<file path="src/logic/plt_pkg.sv">
package plt_pkg;
    // ****************************************
    // Clock and bit times
    // ****************************************
    localparam int CLK_NS = 50;
    localparam int BIT10_NS = 100;
    localparam int BIT100_NS = 10;
    // ****************************************
    // Timing figures and derived cycle counts
    // ****************************************
    localparam int CRS_OFF_TX_BITS = 24;
    localparam int CRS_OFF_FX_BITS = 14;
    localparam int CRS_OFF_TX_CYC = (CRS_OFF_TX_BITS * BIT100_NS) / CLK_NS;
    localparam int CRS_OFF_FX_CYC = (CRS_OFF_FX_BITS * BIT100_NS) / CLK_NS;
    localparam int RXCLK_HALF_NS = 200;
    localparam int RXCLK_MIN_NS = 160;
    localparam int RXCLK_HALF_CYC = RXCLK_HALF_NS / CLK_NS;
    localparam int RXCLK_MIN_CYC = (RXCLK_MIN_NS + CLK_NS - 1) / CLK_NS;
    localparam int TX_START_TENTHS = 35;
    localparam int TX_START_CYC = (TX_START_TENTHS * BIT10_NS) / (10 * CLK_NS);
    localparam int EOP_HIGH_NS = 300;
    localparam int EOP_HIGH_CYC = EOP_HIGH_NS / CLK_NS;
    localparam int CRS_ON_NS = 630;
    localparam int CRS_ON_CYC = CRS_ON_NS / CLK_NS;
    localparam int DV_LAT_BITS = 10;
    localparam int DV_LAT_CYC = (DV_LAT_BITS * BIT10_NS) / CLK_NS;
    localparam int RXD_LAT_BITS = 8;
    localparam int CRS_OFF10_NS = 1000;
    localparam int CRS_OFF10_CYC = CRS_OFF10_NS / CLK_NS;
    localparam int PULSE_NS = 100;
    localparam int PULSE_CYC = PULSE_NS / CLK_NS;
    localparam int NLP_MS = 16;
    localparam int NLP_CYC = (NLP_MS * 1000000) / CLK_NS;
    localparam int FLP_CLK_US = 125;
    localparam int FLP_CLK_CYC = (FLP_CLK_US * 1000) / CLK_NS;
    localparam int FLP_DATA_US = 62;
    localparam int FLP_DATA_CYC = (FLP_DATA_US * 1000) / CLK_NS;
    localparam int FLP_BURST_MS = 2;
    localparam int FLP_BURST_CYC = (FLP_BURST_MS * 1000000) / CLK_NS;
    localparam int SD_ON_MS = 1;
    localparam int SD_ON_CYC = (SD_ON_MS * 1000000) / CLK_NS;
    localparam int SD_OFF_US = 250;
    localparam int SD_OFF_CYC = (SD_OFF_US * 1000) / CLK_NS;
    localparam int SD_FAST_TENTHS_US = 13;
    localparam int SD_FAST_CYC = (SD_FAST_TENTHS_US * 100) / CLK_NS;
    localparam int LB_DEAD_US = 550;
    localparam int LB_DEAD_CYC = (LB_DEAD_US * 1000) / CLK_NS;
    localparam int LB_LAT_NS = 240;
    localparam int LB_LAT_CYC = LB_LAT_NS / CLK_NS;
    localparam int FAST_LOSS_BIT = 8;
    localparam int FLP_WORD_W = 16;
    // ****************************************
    // Types
    // ****************************************
    typedef struct packed {
        logic [3:0] data;
        logic en;
    } plt_mii_t;
    typedef enum logic [2:0] {
        PLT_LK_IDLE = 3'b001,
        PLT_LK_NLP = 3'b010,
        PLT_LK_FLP = 3'b100
    } plt_link_t;
endpackage

</file>
<file path="src/logic/plt_edge.sv">
`timescale 1ns/10ps
`default_nettype none
module plt_edge
    import plt_pkg::*;
(
    input wire logic clk,
    input wire logic rst,
    input wire logic ce,
    input wire logic pin,
    output logic level,
    output logic rise,
    output logic fall
);
    // ****************************************
    // Two-stage synchroniser and edge finder
    // ****************************************
    logic s1_reg;
    logic s2_reg;
    logic s3_reg;
    always_ff @(posedge clk) begin
        if (rst) begin
            s1_reg <= 1'b0;
            s2_reg <= 1'b0;
            s3_reg <= 1'b0;
        end else if (ce) begin
            s1_reg <= pin;
            s2_reg <= s1_reg;
            s3_reg <= s2_reg;
        end
    end
    assign level = s2_reg;
    assign rise = ce & s2_reg & ~s3_reg;
    assign fall = ce & ~s2_reg & s3_reg;
endmodule
`default_nettype wire

</file>
<file path="src/logic/plt_timer.sv">
`timescale 1ns/10ps
`default_nettype none
module plt_timer
    import plt_pkg::*;
#(
    parameter int W = 20
)(
    input wire logic clk,
    input wire logic rst,
    input wire logic ce,
    input wire logic start,
    input wire logic [W-1:0] load,
    output logic busy,
    output logic done
);
    // ****************************************
    // Down counter, one-cycle done pulse
    // ****************************************
    logic [W-1:0] cnt_reg;
    always_ff @(posedge clk) begin
        if (rst) begin
            cnt_reg <= '0;
        end else if (ce) begin
            if (start) begin
                cnt_reg <= load;
            end else if (cnt_reg != '0) begin
                cnt_reg <= cnt_reg - 1'b1;
            end
        end
    end
    assign busy = (cnt_reg != '0);
    assign done = ce & ~start & (cnt_reg == {{(W-1){1'b0}}, 1'b1});
endmodule
`default_nettype wire

</file>
<file path="src/logic/plt_phy_timing.sv">
`timescale 1ns/10ps
`default_nettype none
module plt_phy_timing
    import plt_pkg::*;
#(
    parameter int NLP_PERIOD = NLP_CYC,
    parameter int FLP_PERIOD = FLP_CLK_CYC,
    parameter int FLP_DATA = FLP_DATA_CYC,
    parameter int FLP_BURST = FLP_BURST_CYC,
    parameter int SD_ON = SD_ON_CYC,
    parameter int SD_OFF = SD_OFF_CYC,
    parameter int LB_DEAD = LB_DEAD_CYC
)(
    input wire logic clk,
    input wire logic rst,
    input wire logic ce,
    input wire logic speed_100,
    input wire logic fiber_mode,
    input wire logic loopback,
    input wire logic autoneg_en,
    input wire logic [FLP_WORD_W-1:0] flp_word,
    input wire logic [15:0] signal_detect_config,
    input wire logic tx_clk,
    input wire plt_mii_t tx_in,
    input wire logic line_rx_active,
    input wire logic line_rx_data,
    input wire logic line_rx_sfd,
    input wire logic line_rx_tcode,
    input wire logic line_signal,
    output logic rx_clk,
    output plt_mii_t rx_out,
    output logic crs,
    output logic line_tx_active,
    output logic line_tx_data,
    output logic line_pulse,
    output logic signal_detect
);
    // ****************************************
    // Pin synchronisers
    // ****************************************
    logic txc_lvl, txc_rise, txc_fall;
    logic act_lvl, act_rise, act_fall;
    logic tcode_lvl, tcode_rise, tcode_fall;
    logic sig_lvl, sig_rise, sig_fall;
    logic en_s1_reg, en_s2_reg;
    logic [3:0] d_s1_reg, d_s2_reg;
    logic rxd_s1_reg, rxd_s2_reg, sfd_s1_reg, sfd_s2_reg;
    plt_edge u_txc (.clk(clk), .rst(rst), .ce(ce), .pin(tx_clk),
        .level(txc_lvl), .rise(txc_rise), .fall(txc_fall));
    plt_edge u_act (.clk(clk), .rst(rst), .ce(ce), .pin(line_rx_active),
        .level(act_lvl), .rise(act_rise), .fall(act_fall));
    plt_edge u_tcd (.clk(clk), .rst(rst), .ce(ce), .pin(line_rx_tcode),
        .level(tcode_lvl), .rise(tcode_rise), .fall(tcode_fall));
    plt_edge u_sig (.clk(clk), .rst(rst), .ce(ce), .pin(line_signal),
        .level(sig_lvl), .rise(sig_rise), .fall(sig_fall));
    always_ff @(posedge clk) begin
        if (rst) begin
            en_s1_reg <= 1'b0;
            en_s2_reg <= 1'b0;
            d_s1_reg <= 4'h0;
            d_s2_reg <= 4'h0;
            rxd_s1_reg <= 1'b0;
            rxd_s2_reg <= 1'b0;
            sfd_s1_reg <= 1'b0;
            sfd_s2_reg <= 1'b0;
        end else if (ce) begin
            en_s1_reg <= tx_in.en;
            en_s2_reg <= en_s1_reg;
            d_s1_reg <= tx_in.data;
            d_s2_reg <= d_s1_reg;
            rxd_s1_reg <= line_rx_data;
            rxd_s2_reg <= rxd_s1_reg;
            sfd_s1_reg <= line_rx_sfd;
            sfd_s2_reg <= sfd_s1_reg;
        end
    end
    // ****************************************
    // Transmit sampling and line start/end
    // ****************************************
    plt_mii_t tx_smp_reg;
    logic [3:0] txd_cnt_reg;
    logic [2:0] eop_cnt_reg;
    logic tx_on_reg;
    always_ff @(posedge clk) begin
        if (rst) begin
            tx_smp_reg <= '0;
        end else if (ce && txc_fall) begin
            tx_smp_reg <= '{data: d_s2_reg, en: en_s2_reg};
        end
    end
    always_ff @(posedge clk) begin
        if (rst) begin
            txd_cnt_reg <= 4'h0;
            eop_cnt_reg <= 3'h0;
            tx_on_reg <= 1'b0;
            line_tx_active <= 1'b0;
            line_tx_data <= 1'b0;
        end else if (ce) begin
            if (txc_fall && en_s2_reg && !tx_smp_reg.en && !speed_100) begin
                txd_cnt_reg <= 4'(TX_START_CYC);
            end else if (txd_cnt_reg != 4'h0) begin
                txd_cnt_reg <= txd_cnt_reg - 4'h1;
                if (txd_cnt_reg == 4'h1) begin
                    tx_on_reg <= 1'b1;
                    line_tx_active <= 1'b1;
                end
            end
            if (tx_on_reg && txc_fall) begin
                line_tx_data <= tx_smp_reg.data[0];
            end
            if (tx_on_reg && txc_fall && !en_s2_reg) begin
                tx_on_reg <= 1'b0;
                eop_cnt_reg <= 3'(EOP_HIGH_CYC);
                line_tx_data <= 1'b1;
            end else if (eop_cnt_reg != 3'h0) begin
                eop_cnt_reg <= eop_cnt_reg - 3'h1;
                if (eop_cnt_reg == 3'h1) begin
                    line_tx_active <= 1'b0;
                    line_tx_data <= 1'b0;
                end
            end
        end
    end
    // ****************************************
    // Receive clock generation
    // ****************************************
    logic [2:0] rxc_cnt_reg;
    logic [2:0] half_len;
    always_comb begin
        half_len = 3'(RXCLK_HALF_CYC);
        if (rx_clk && act_rise) begin
            half_len = 3'(RXCLK_HALF_CYC + 1);
        end
    end
    always_ff @(posedge clk) begin
        if (rst) begin
            rx_clk <= 1'b0;
            rxc_cnt_reg <= 3'(RXCLK_HALF_CYC);
        end else if (ce) begin
            if (rxc_cnt_reg <= 3'h1 && rxc_cnt_reg >= 3'(RXCLK_MIN_CYC - RXCLK_HALF_CYC + 1)) begin
                rx_clk <= ~rx_clk;
                rxc_cnt_reg <= half_len;
            end else begin
                rxc_cnt_reg <= rxc_cnt_reg - 3'h1;
            end
        end
    end
    wire rxc_rise = ce && !rx_clk && rxc_cnt_reg == 3'h1;
    // ****************************************
    // Carrier sense
    // ****************************************
    logic crs_on_pend;
    logic crs_off_pend;
    logic [5:0] crs_dly_reg;
    plt_timer #(.W(5)) u_crs_on (.clk(clk), .rst(rst), .ce(ce),
        .start(act_rise && !speed_100), .load(5'(CRS_ON_CYC)),
        .busy(crs_on_pend), .done());
    always_ff @(posedge clk) begin
        if (rst) begin
            crs <= 1'b0;
            crs_dly_reg <= 6'h0;
        end else if (ce) begin
            if (speed_100) begin
                if (act_rise) begin
                    crs <= 1'b1;
                end
                if (tcode_rise) begin
                    crs_dly_reg <= fiber_mode ? 6'(CRS_OFF_FX_CYC) : 6'(CRS_OFF_TX_CYC);
                end else if (crs_dly_reg != 6'h0) begin
                    crs_dly_reg <= crs_dly_reg - 6'h1;
                    if (crs_dly_reg == 6'h1) begin
                        crs <= 1'b0;
                    end
                end
            end else begin
                if (act_fall) begin
                    // Less the synchroniser and edge delay
                    crs_dly_reg <= 6'(CRS_OFF10_CYC - 4);
                end else if (crs_dly_reg != 6'h0) begin
                    crs_dly_reg <= crs_dly_reg - 6'h1;
                    if (crs_dly_reg == 6'h1) begin
                        crs <= 1'b0;
                    end
                end else if (act_lvl && !crs_on_pend && !act_rise) begin
                    crs <= 1'b1;
                end
            end
        end
    end
    // ****************************************
    // Receive path, valid and loopback
    // ****************************************
    logic [7:0] rx_pipe_reg;
    logic [4:0] dv_cnt_reg;
    logic dv_arm_reg;
    logic lb_prev_reg;
    logic lb_dead;
    plt_timer #(.W(16)) u_dead (.clk(clk), .rst(rst), .ce(ce),
        .start(loopback && !lb_prev_reg && speed_100), .load(16'(LB_DEAD)),
        .busy(lb_dead), .done());
    always_ff @(posedge clk) begin
        if (rst) begin
            rx_pipe_reg <= 8'h0;
            dv_cnt_reg <= 5'h0;
            dv_arm_reg <= 1'b0;
            lb_prev_reg <= 1'b0;
            rx_out <= '0;
        end else if (ce) begin
            lb_prev_reg <= loopback;
            if (loopback) begin
                if (txc_rise) begin
                    rx_out.en <= en_s2_reg && !lb_dead;
                    rx_out.data <= lb_dead ? 4'h0 : d_s2_reg;
                end
            end else begin
                if (act_rise) begin
                    dv_cnt_reg <= 5'(DV_LAT_CYC - 3);
                end else if (dv_cnt_reg != 5'h0) begin
                    dv_cnt_reg <= dv_cnt_reg - 5'h1;
                    if (dv_cnt_reg == 5'h1) begin
                        dv_arm_reg <= 1'b1;
                    end
                end
                if (!act_lvl && !crs) begin
                    dv_arm_reg <= 1'b0;
                end
                if (sfd_s2_reg || rx_pipe_reg != 8'h0) begin
                    rx_pipe_reg <= {rx_pipe_reg[6:0], rxd_s2_reg};
                end
                if (rxc_rise) begin
                    rx_out.en <= dv_arm_reg;
                    rx_out.data <= rx_pipe_reg[RXD_LAT_BITS-1 -: 4];
                end
            end
        end
    end
    // ****************************************
    // Link pulses
    // ****************************************
    plt_link_t lk_state;
    logic [24:0] per_cnt_reg;
    logic [16:0] slot_cnt_reg;
    logic [5:0] slot_idx_reg;
    logic [1:0] pw_cnt_reg;
    always_ff @(posedge clk) begin
        if (rst) begin
            lk_state <= PLT_LK_IDLE;
            per_cnt_reg <= 25'h0;
            slot_cnt_reg <= 17'h0;
            slot_idx_reg <= 6'h0;
            pw_cnt_reg <= 2'h0;
            line_pulse <= 1'b0;
        end else if (ce) begin
            if (pw_cnt_reg != 2'h0) begin
                pw_cnt_reg <= pw_cnt_reg - 2'h1;
            end else begin
                line_pulse <= 1'b0;
            end
            per_cnt_reg <= (per_cnt_reg == 25'(NLP_PERIOD - 1)) ? 25'h0 : per_cnt_reg + 25'h1;
            case (lk_state)
                PLT_LK_IDLE: begin
                    if (per_cnt_reg == 25'h0 && !line_tx_active) begin
                        lk_state <= autoneg_en ? PLT_LK_FLP : PLT_LK_NLP;
                        slot_cnt_reg <= 17'h0;
                        slot_idx_reg <= 6'h0;
                    end
                end
                PLT_LK_NLP: begin
                    line_pulse <= 1'b1;
                    pw_cnt_reg <= 2'(PULSE_CYC - 1);
                    lk_state <= PLT_LK_IDLE;
                end
                PLT_LK_FLP: begin
                    slot_cnt_reg <= slot_cnt_reg + 17'h1;
                    if (slot_cnt_reg == 17'h0) begin
                        line_pulse <= 1'b1;
                        pw_cnt_reg <= 2'(PULSE_CYC - 1);
                    end else if (slot_cnt_reg == 17'(FLP_DATA)
                                 && slot_idx_reg < 6'(FLP_WORD_W)
                                 && flp_word[slot_idx_reg[3:0]]) begin
                        line_pulse <= 1'b1;
                        pw_cnt_reg <= 2'(PULSE_CYC - 1);
                    end
                    if (slot_cnt_reg == 17'(FLP_PERIOD - 1)) begin
                        slot_cnt_reg <= 17'h0;
                        slot_idx_reg <= slot_idx_reg + 6'h1;
                        if (slot_idx_reg == 6'(FLP_WORD_W)) begin
                            lk_state <= PLT_LK_IDLE;
                        end
                    end
                    if (per_cnt_reg == 25'(FLP_BURST + FLP_PERIOD)) begin
                        lk_state <= PLT_LK_IDLE;
                    end
                end
                default: lk_state <= PLT_LK_IDLE;
            endcase
        end
    end
    // ****************************************
    // Signal detect
    // ****************************************
    logic [15:0] sd_cnt_reg;
    wire fast_loss = signal_detect_config[FAST_LOSS_BIT];
    always_ff @(posedge clk) begin
        if (rst) begin
            signal_detect <= 1'b0;
            sd_cnt_reg <= 16'h0;
        end else if (ce) begin
            if (sig_lvl != signal_detect) begin
                if (sd_cnt_reg == 16'h0) begin
                    signal_detect <= sig_lvl;
                end else begin
                    sd_cnt_reg <= sd_cnt_reg - 16'h1;
                end
            end else begin
                sd_cnt_reg <= signal_detect ?
                    (fast_loss ? 16'(SD_FAST_CYC) : 16'(SD_OFF)) : 16'(SD_ON);
            end
        end
    end
endmodule
`default_nettype wire

</file>
<file path="config.mk">
export PLATFORM = sky130hd
export DESIGN_NAME = plt_phy_timing
export DESIGN_NICKNAME = d
export VERILOG_FILES = /design/src/logic/plt_pkg.sv /design/src/logic/plt_edge.sv /design/src/logic/plt_timer.sv /design/src/logic/plt_phy_timing.sv
export SDC_FILE = /design/constraint.sdc
export NUM_CORES = 1
export LEC_CHECK = 0
export ABC_AREA = 1
export BUFFER_PORTS_ARGS = -buffer_cell sky130_fd_sc_hd__clkbuf_2
export CAP_MARGIN = 20
export CORE_ASPECT_RATIO = 0.8
export CORE_UTILIZATION = 55
export CTS_BUF_LIST = sky130_fd_sc_hd__clkbuf_16
export DETAILED_ROUTE_END_ITERATION = 10
export PLACE_DENSITY = 0.78
export SYNTH_ARGS = -nofsm -noshare
export SYNTH_HDL_FRONTEND = slang
export SYNTH_SLANG_ARGS = --single-unit
</file>
<file path="constraint.sdc">
create_clock -name clk -period 2.3 [get_ports clk]
set_input_delay 0.46 -clock clk [delete_from_list [all_inputs] [get_ports clk]]
set_output_delay 0.46 -clock clk [all_outputs]
set_load 0.02 [all_outputs]
</file>
Yosys cells after proc, flatten, opt, wreduce, memory -nomap -nowiden
Index checks and enable logic that the tools add are counted.
{"block": "word_totals", "ff_bits": 160, "out_inout_bits": 11, "word_cells": 249}
{"block": "classes", "n_eq_ne": 24, "n_addsub": 12, "n_bitwise": 17, "order_cmp": 4, "muxes": 75, "n_reduce_logical": 71}
{"cell": "$mux W16", "count": 4}
{"cell": "$mux W6", "count": 6}
{"cell": "$mux W5", "count": 7}
{"cell": "$mux W17", "count": 2}
{"cell": "$pmux W17 S2", "count": 1}
{"cell": "$mux W1", "count": 32}
{"cell": "$sub A16 B1 Y16 const B", "count": 2}
{"cell": "$mux W3", "count": 9}
{"cell": "$add A25 B1 Y25 const B", "count": 1}
{"cell": "$eq A25 B16 Y1 const B", "count": 1}
{"cell": "$eq A25 B19 Y1 const B", "count": 1}
{"cell": "$logic_not A25 Y1", "count": 1}
{"cell": "$mux W25", "count": 1}
{"cell": "$reduce_bool A2 Y1", "count": 12}
{"cell": "$logic_and A1 B1 Y1", "count": 20}
{"cell": "$add A17 B1 Y17 const B", "count": 1}
{"cell": "$eq A17 B11 Y1 const B", "count": 1}
{"cell": "$eq A17 B12 Y1 const B", "count": 1}
{"cell": "$logic_not A17 Y1", "count": 1}
{"cell": "$logic_not A16 Y1", "count": 1}
{"cell": "$reduce_and A4 Y1", "count": 4}
{"cell": "$reduce_bool A16 Y1", "count": 1}
{"cell": "$mux W15", "count": 1}
{"cell": "$reduce_and A3 Y1", "count": 5}
{"cell": "41 further kinds", "count": 87}

Longest topological paths before layout
{"block": "depth", "word_depth": 10, "mapped_depth": 13}

Modules after synthesis
A second synthesis with hierarchy kept.
{"block": "unflattened", "cells_unflattened": 1435, "hier_area_um2": 9347.7}
{"module": "plt_phy_timing", "n_inst": 1, "area_per_inst_um2": 7309.5, "cells_each": 1111}
{"module": "plt_timer (u_dead)", "n_inst": 1, "area_per_inst_um2": 1216.2, "cells_each": 203}
{"module": "plt_edge", "n_inst": 4, "area_per_inst_um2": 120.1, "cells_each": 17}
{"module": "plt_timer (u_crs_on)", "n_inst": 1, "area_per_inst_um2": 341.6, "cells_each": 53}

Worst setup path before layout
Ideal clock, no wire load.
{"block": "synth_path", "path_type": "input port to flip-flop", "startpoint": "in ce", "endpoint": "reg per_cnt_reg[22]", "path_stages": 10, "t_arrival_ns": 1.498, "setup_ns": 0.118, "setup_slack_ns": 0.684, "path_buffers": 1, "path_cell_list": "buf_4 inv_2 nor2_2 nand3_1 nor2_1 nand2_1 inv_1 nand2_1 nor2_1 nor3_1"}
{"element": "start, declared", "line": "plt_phy_timing.sv:16", "rtl": "input wire logic ce,"}
{"element": "end signal, assigned", "line": "plt_phy_timing.sv:259", "rtl": "per_cnt_reg <= (per_cnt_reg == 25'(NLP_PERIOD - 1)) ? 25'h0 : per_cnt_reg + 25'h1;"}
{"element": "end, declared", "line": "plt_phy_timing.sv:241", "rtl": "logic [24:0] per_cnt_reg;"}

Final worst setup path
{"block": "layout_path", "startpoint": "reg per_cnt_reg[0]", "endpoint": "reg lk_state[1]"}
{"block": "layout_via", "elab_chain_cells": 4, "elab_cells_between_ends": 9, "classes_between": "4 x eq/ne; 2 x mux; 3 x reduce/logical"}
{"element": "$logic_not A25 Y1", "line": "plt_phy_timing.sv:262", "rtl": "if (per_cnt_reg == 25'h0 && !line_tx_active) begin"}
{"element": "$logic_and A1 B1 Y1", "line": "plt_phy_timing.sv:262"}
{"element": "$ne A2 B2 Y1 (no source line)"}
{"element": "$reduce_and A4 Y1 (no source line)"}
{"element": "end signal, assigned", "line": "plt_phy_timing.sv:263", "rtl": "lk_state <= autoneg_en ? PLT_LK_FLP : PLT_LK_NLP;"}
{"element": "end, declared", "line": "plt_phy_timing.sv:240", "rtl": "plt_link_t lk_state;"}
Several ways; a longest one is shown, not always the timed one.
A chain may end at the register's enable or synchronous reset.

==> results.toml <==
[critical_path]
start_kind = "register"
crit_chain = "inv_1, ha_1, inv_1, nor2_1, nand2_1, nor2_1, nand2_1, nor2_1, nor2_1, nor2_4, nand3_1, nand2_1, nor2_1"
crit_required_ns = 2.60
crit_type = "reg -> reg"
end_kind = "register"
r2r_cells = 13
r2r_end = "lk_state[1]$_SDFFE_PP0P_"
rrSetupSlack_ns = 0.38
cp_max_fo = 16
crit_arrival_ns = 2.21
crit_path_frequent_cell = "nor2_1"
worst_path_largest_cell_delay_ns = 0.36
crit_slowest_cell = "nor2_4"
timing.rr.start = "per_cnt_reg[0]$_SDFFE_PP0P_"

[detailed_routing]
ant_nets = 0
drt_iter0_drc = 590
vias_per_cell = 5.36
drc = 0
wl_per_cell_um = 12.8
firstDrtPassIters = 7
num_vias = 8946
drt-total-wl_um = 21400

[logic_synthesis]
avgSynthCellArea_um2 = 6.45
yosysUniqueCellTypes = 46
netlist_area_um2 = 9050
ys_seq_area_frac = 0.354
ys_warn_count = 0
synthCells = 1402
ys_seq_elements = 160
postSynthNetCount = 1477

[power]
vdd_drop_max_mv = 0.711
p_clk_frac = 0.297
p_int_mw = 5.56
netSwitchingPower_mw = 3.12
switching_share = 0.360
power.density_nw_per_um2 = 863
sequentialPowerShare = 0.389
power_leakage_nw = 4.28
p_comb_frac = 0.314

[cts]
htree_num_levels = 4
cts_sinks = 160
cts.hold.buffers_added = 0
root_buffer = "clkbuf_16"
cts_setup_buffers = 0
cts.path.max_buffers = 2
path_clk_slew_ns = 0.06
cts_tree = "yes"
cts_buffers = 17
cts_resized = 0
worst_skew_pair.late_latency_ns = 0.43

[min_path]
hold_depth = 3
hp-start = "line_rx_data"
min_to = "rxd_s1_reg$_SDFFE_PP0P_"
min_path_type = "in -> reg"

[finish]
antenna_cells = 0
largest_reg_flops = 25
fin_nets = 1517
final_common_cell = "nand2_1"
layout_common_cells = "nand2_1 (291), nor2_1 (241), inv_1 (162), dfxtp_1 (160), nand3_1 (121)"
drive_gt1_frac = 0.0846
final_area_um2 = 10100
area_growth_pct = 11.2

[timing]
period_share = 0.833
maxSlewViolCount = 0
fmax_mhz = 522
rsz0062_at_grt = "false"
skew_ns = 0.00851
timing.final.crit_period_ns = 1.92
setup-violations-final = 0
hold_viol_final = 0
worst_slew_pin_slew_ns = 0.454
hold_slack_ns = 0.253
max_slew_margin = 0.695
setup_tns_ns = 0

[global_routing]
grt_pass1_vias = 7981
grt_pass1_wl_um = 36300
grt_max_degree = 84
overflow = 0
grt_usage = 0.259
antenna_found_initial = 0

[placement]
place.gp.congestion = 0.921
place_area_um2 = 9530
hpwl_um = 14700
port-buffer-count = 45

[floorplan]
die_area_um2 = 17000
fp.dieH_um = 117
core-area_um2 = 15900
fp.dieW_um = 145
initial_core_util = 0.569
pin_count = 61
rows = 41

[run_status]
outcome = "complete, no violations"

[flow_run]
drv_cap = 0
metal layers:
| layer | share of wire | global-route usage | vias to the layer above |
|---|---|---|---|
| met5 | 0 | 0 | - |
| met4 | 0.012 | 0.0716 | 0 |
| met3 | 0.058 | 0.0570 | 23 |
| met2 | 0.43 | 0.429 | 241 |
| met1 | 0.50 | 0.343 | 4059 |
| li1 | - | - | 4623 |
area by class of cell:
| cell class | instances | area (um2) |
|---|---|---|
| Fill cell | 1485 | 5840 |
| Multi-Input combinational cell | 1027 | 5000 |
| Sequential cell | 160 | 3200 |
| Inverter | 166 | 623 |
| Timing Repair Buffer | 70 | 438 |
| Clock buffer | 17 | 425 |
| Tap cell | 215 | 269 |
| Clock inverter | 14 | 104 |
how the worst max path moves through the flow:
| stage | start | endpoint |
|---|---|---|
| after global routing | per_cnt_reg[0]$_SDFFE_PP0P_ | lk_state[2]$_SDFFE_PP0P_ |
| after global placement | ce | eop_cnt_reg[2]$_SDFFE_PP0P_ |
| after CTS | per_cnt_reg[0]$_SDFFE_PP0P_ | lk_state[2]$_SDFFE_PP0P_ |
| after detailed placement | ce | eop_cnt_reg[2]$_SDFFE_PP0P_ |
| final | per_cnt_reg[0]$_SDFFE_PP0P_ | lk_state[1]$_SDFFE_PP0P_ |
| after floorplan | ce | per_cnt_reg[22]$_SDFFE_PP0P_ |
synthesized netlist by cell type (all sizes together):
| master | count | area [um2] |
|---|---|---|
| o22ai | 1 | 6.26 |
| ha | 25 | 313 |
| nor4 | 5 | 31.3 |
| nand3b | 3 | 22.5 |
| nor3 | 33 | 186 |
| nand3 | 125 | 653 |
| nand4 | 31 | 194 |
| o31ai | 4 | 30.0 |
| dfxtp | 160 | 3200 |
| o21a | 1 | 7.51 |
| and3 | 1 | 6.26 |
| a221oi | 1 | 8.76 |
| or2 | 5 | 31.3 |
| clkbuf | 28 | 105 |
| a21o | 1 | 7.51 |
| o211ai | 3 | 22.5 |
| a211oi | 8 | 60.1 |
| xnor2 | 8 | 70.1 |
| nor3b | 2 | 15.0 |
| nor2 | 245 | 935 |
| nand2 | 294 | 1120 |
| buf | 21 | 118 |
| xor2 | 23 | 201 |
| a31oi | 4 | 25.0 |
| inv | 166 | 623 |
| o21ai | 82 | 410 |
| a2111oi | 1 | 8.76 |
| o21bai | 1 | 7.51 |
| a21oi | 119 | 622 |
| a21boi | 1 | 7.51 |
power groups by stage:
stage | registers [mW] | clock network [mW] | logic (mW)
global placement | 3.42 | 0 | 2.63
detailed placement | 3.42 | 0 | 2.70
CTS | 3.37 | 2.63 | 2.72
global route | 3.42 | 2.75 | 3.13
finish | 3.38 | 2.58 | 2.73
floorplan | 3.37 | 0 | 2.15
kinds of logic after synthesis:
kind of cell / after synthesis / synth area share
flops: 160 / 0.354
xor+xnor: 31 / 0.0300
compound gates: 227 / 0.135
simple gates: 744 / 0.353
buf+inv: 215 / 0.0935
fa+ha+maj: 25 / 0.0346
stage by stage:
| step | cells | power, mW | setup slack, ns | util |
|---|---|---|---|---|
| 5_1_grt | 1669 | 9.30 | 0.153 | 0.633 |
| 6_report | 1669 | 8.68 | 0.384 | 0.633 |
| 2_1_floorplan | 1402 | 5.52 | 0.684 | - |
| 3_3_place_gp | 1638 | 6.04 | 0.302 | 0.599 |
| 4_1_cts | 1669 | 8.72 | 0.378 | 0.633 |
| 3_5_place_dp | 1638 | 6.12 | 0.251 | 0.599 |
worst max-delay path: cells and delay by family (launching register included):
family / cells / cell delay, ns
buffers and inverters: 2 / 0.15
AND/OR/NAND/NOR: 10 / 1.15
adder cells (fa/ha/maj): 1 / 0.16
flip-flops: 1 / 0.33
(Power assumes the default switching activity.)
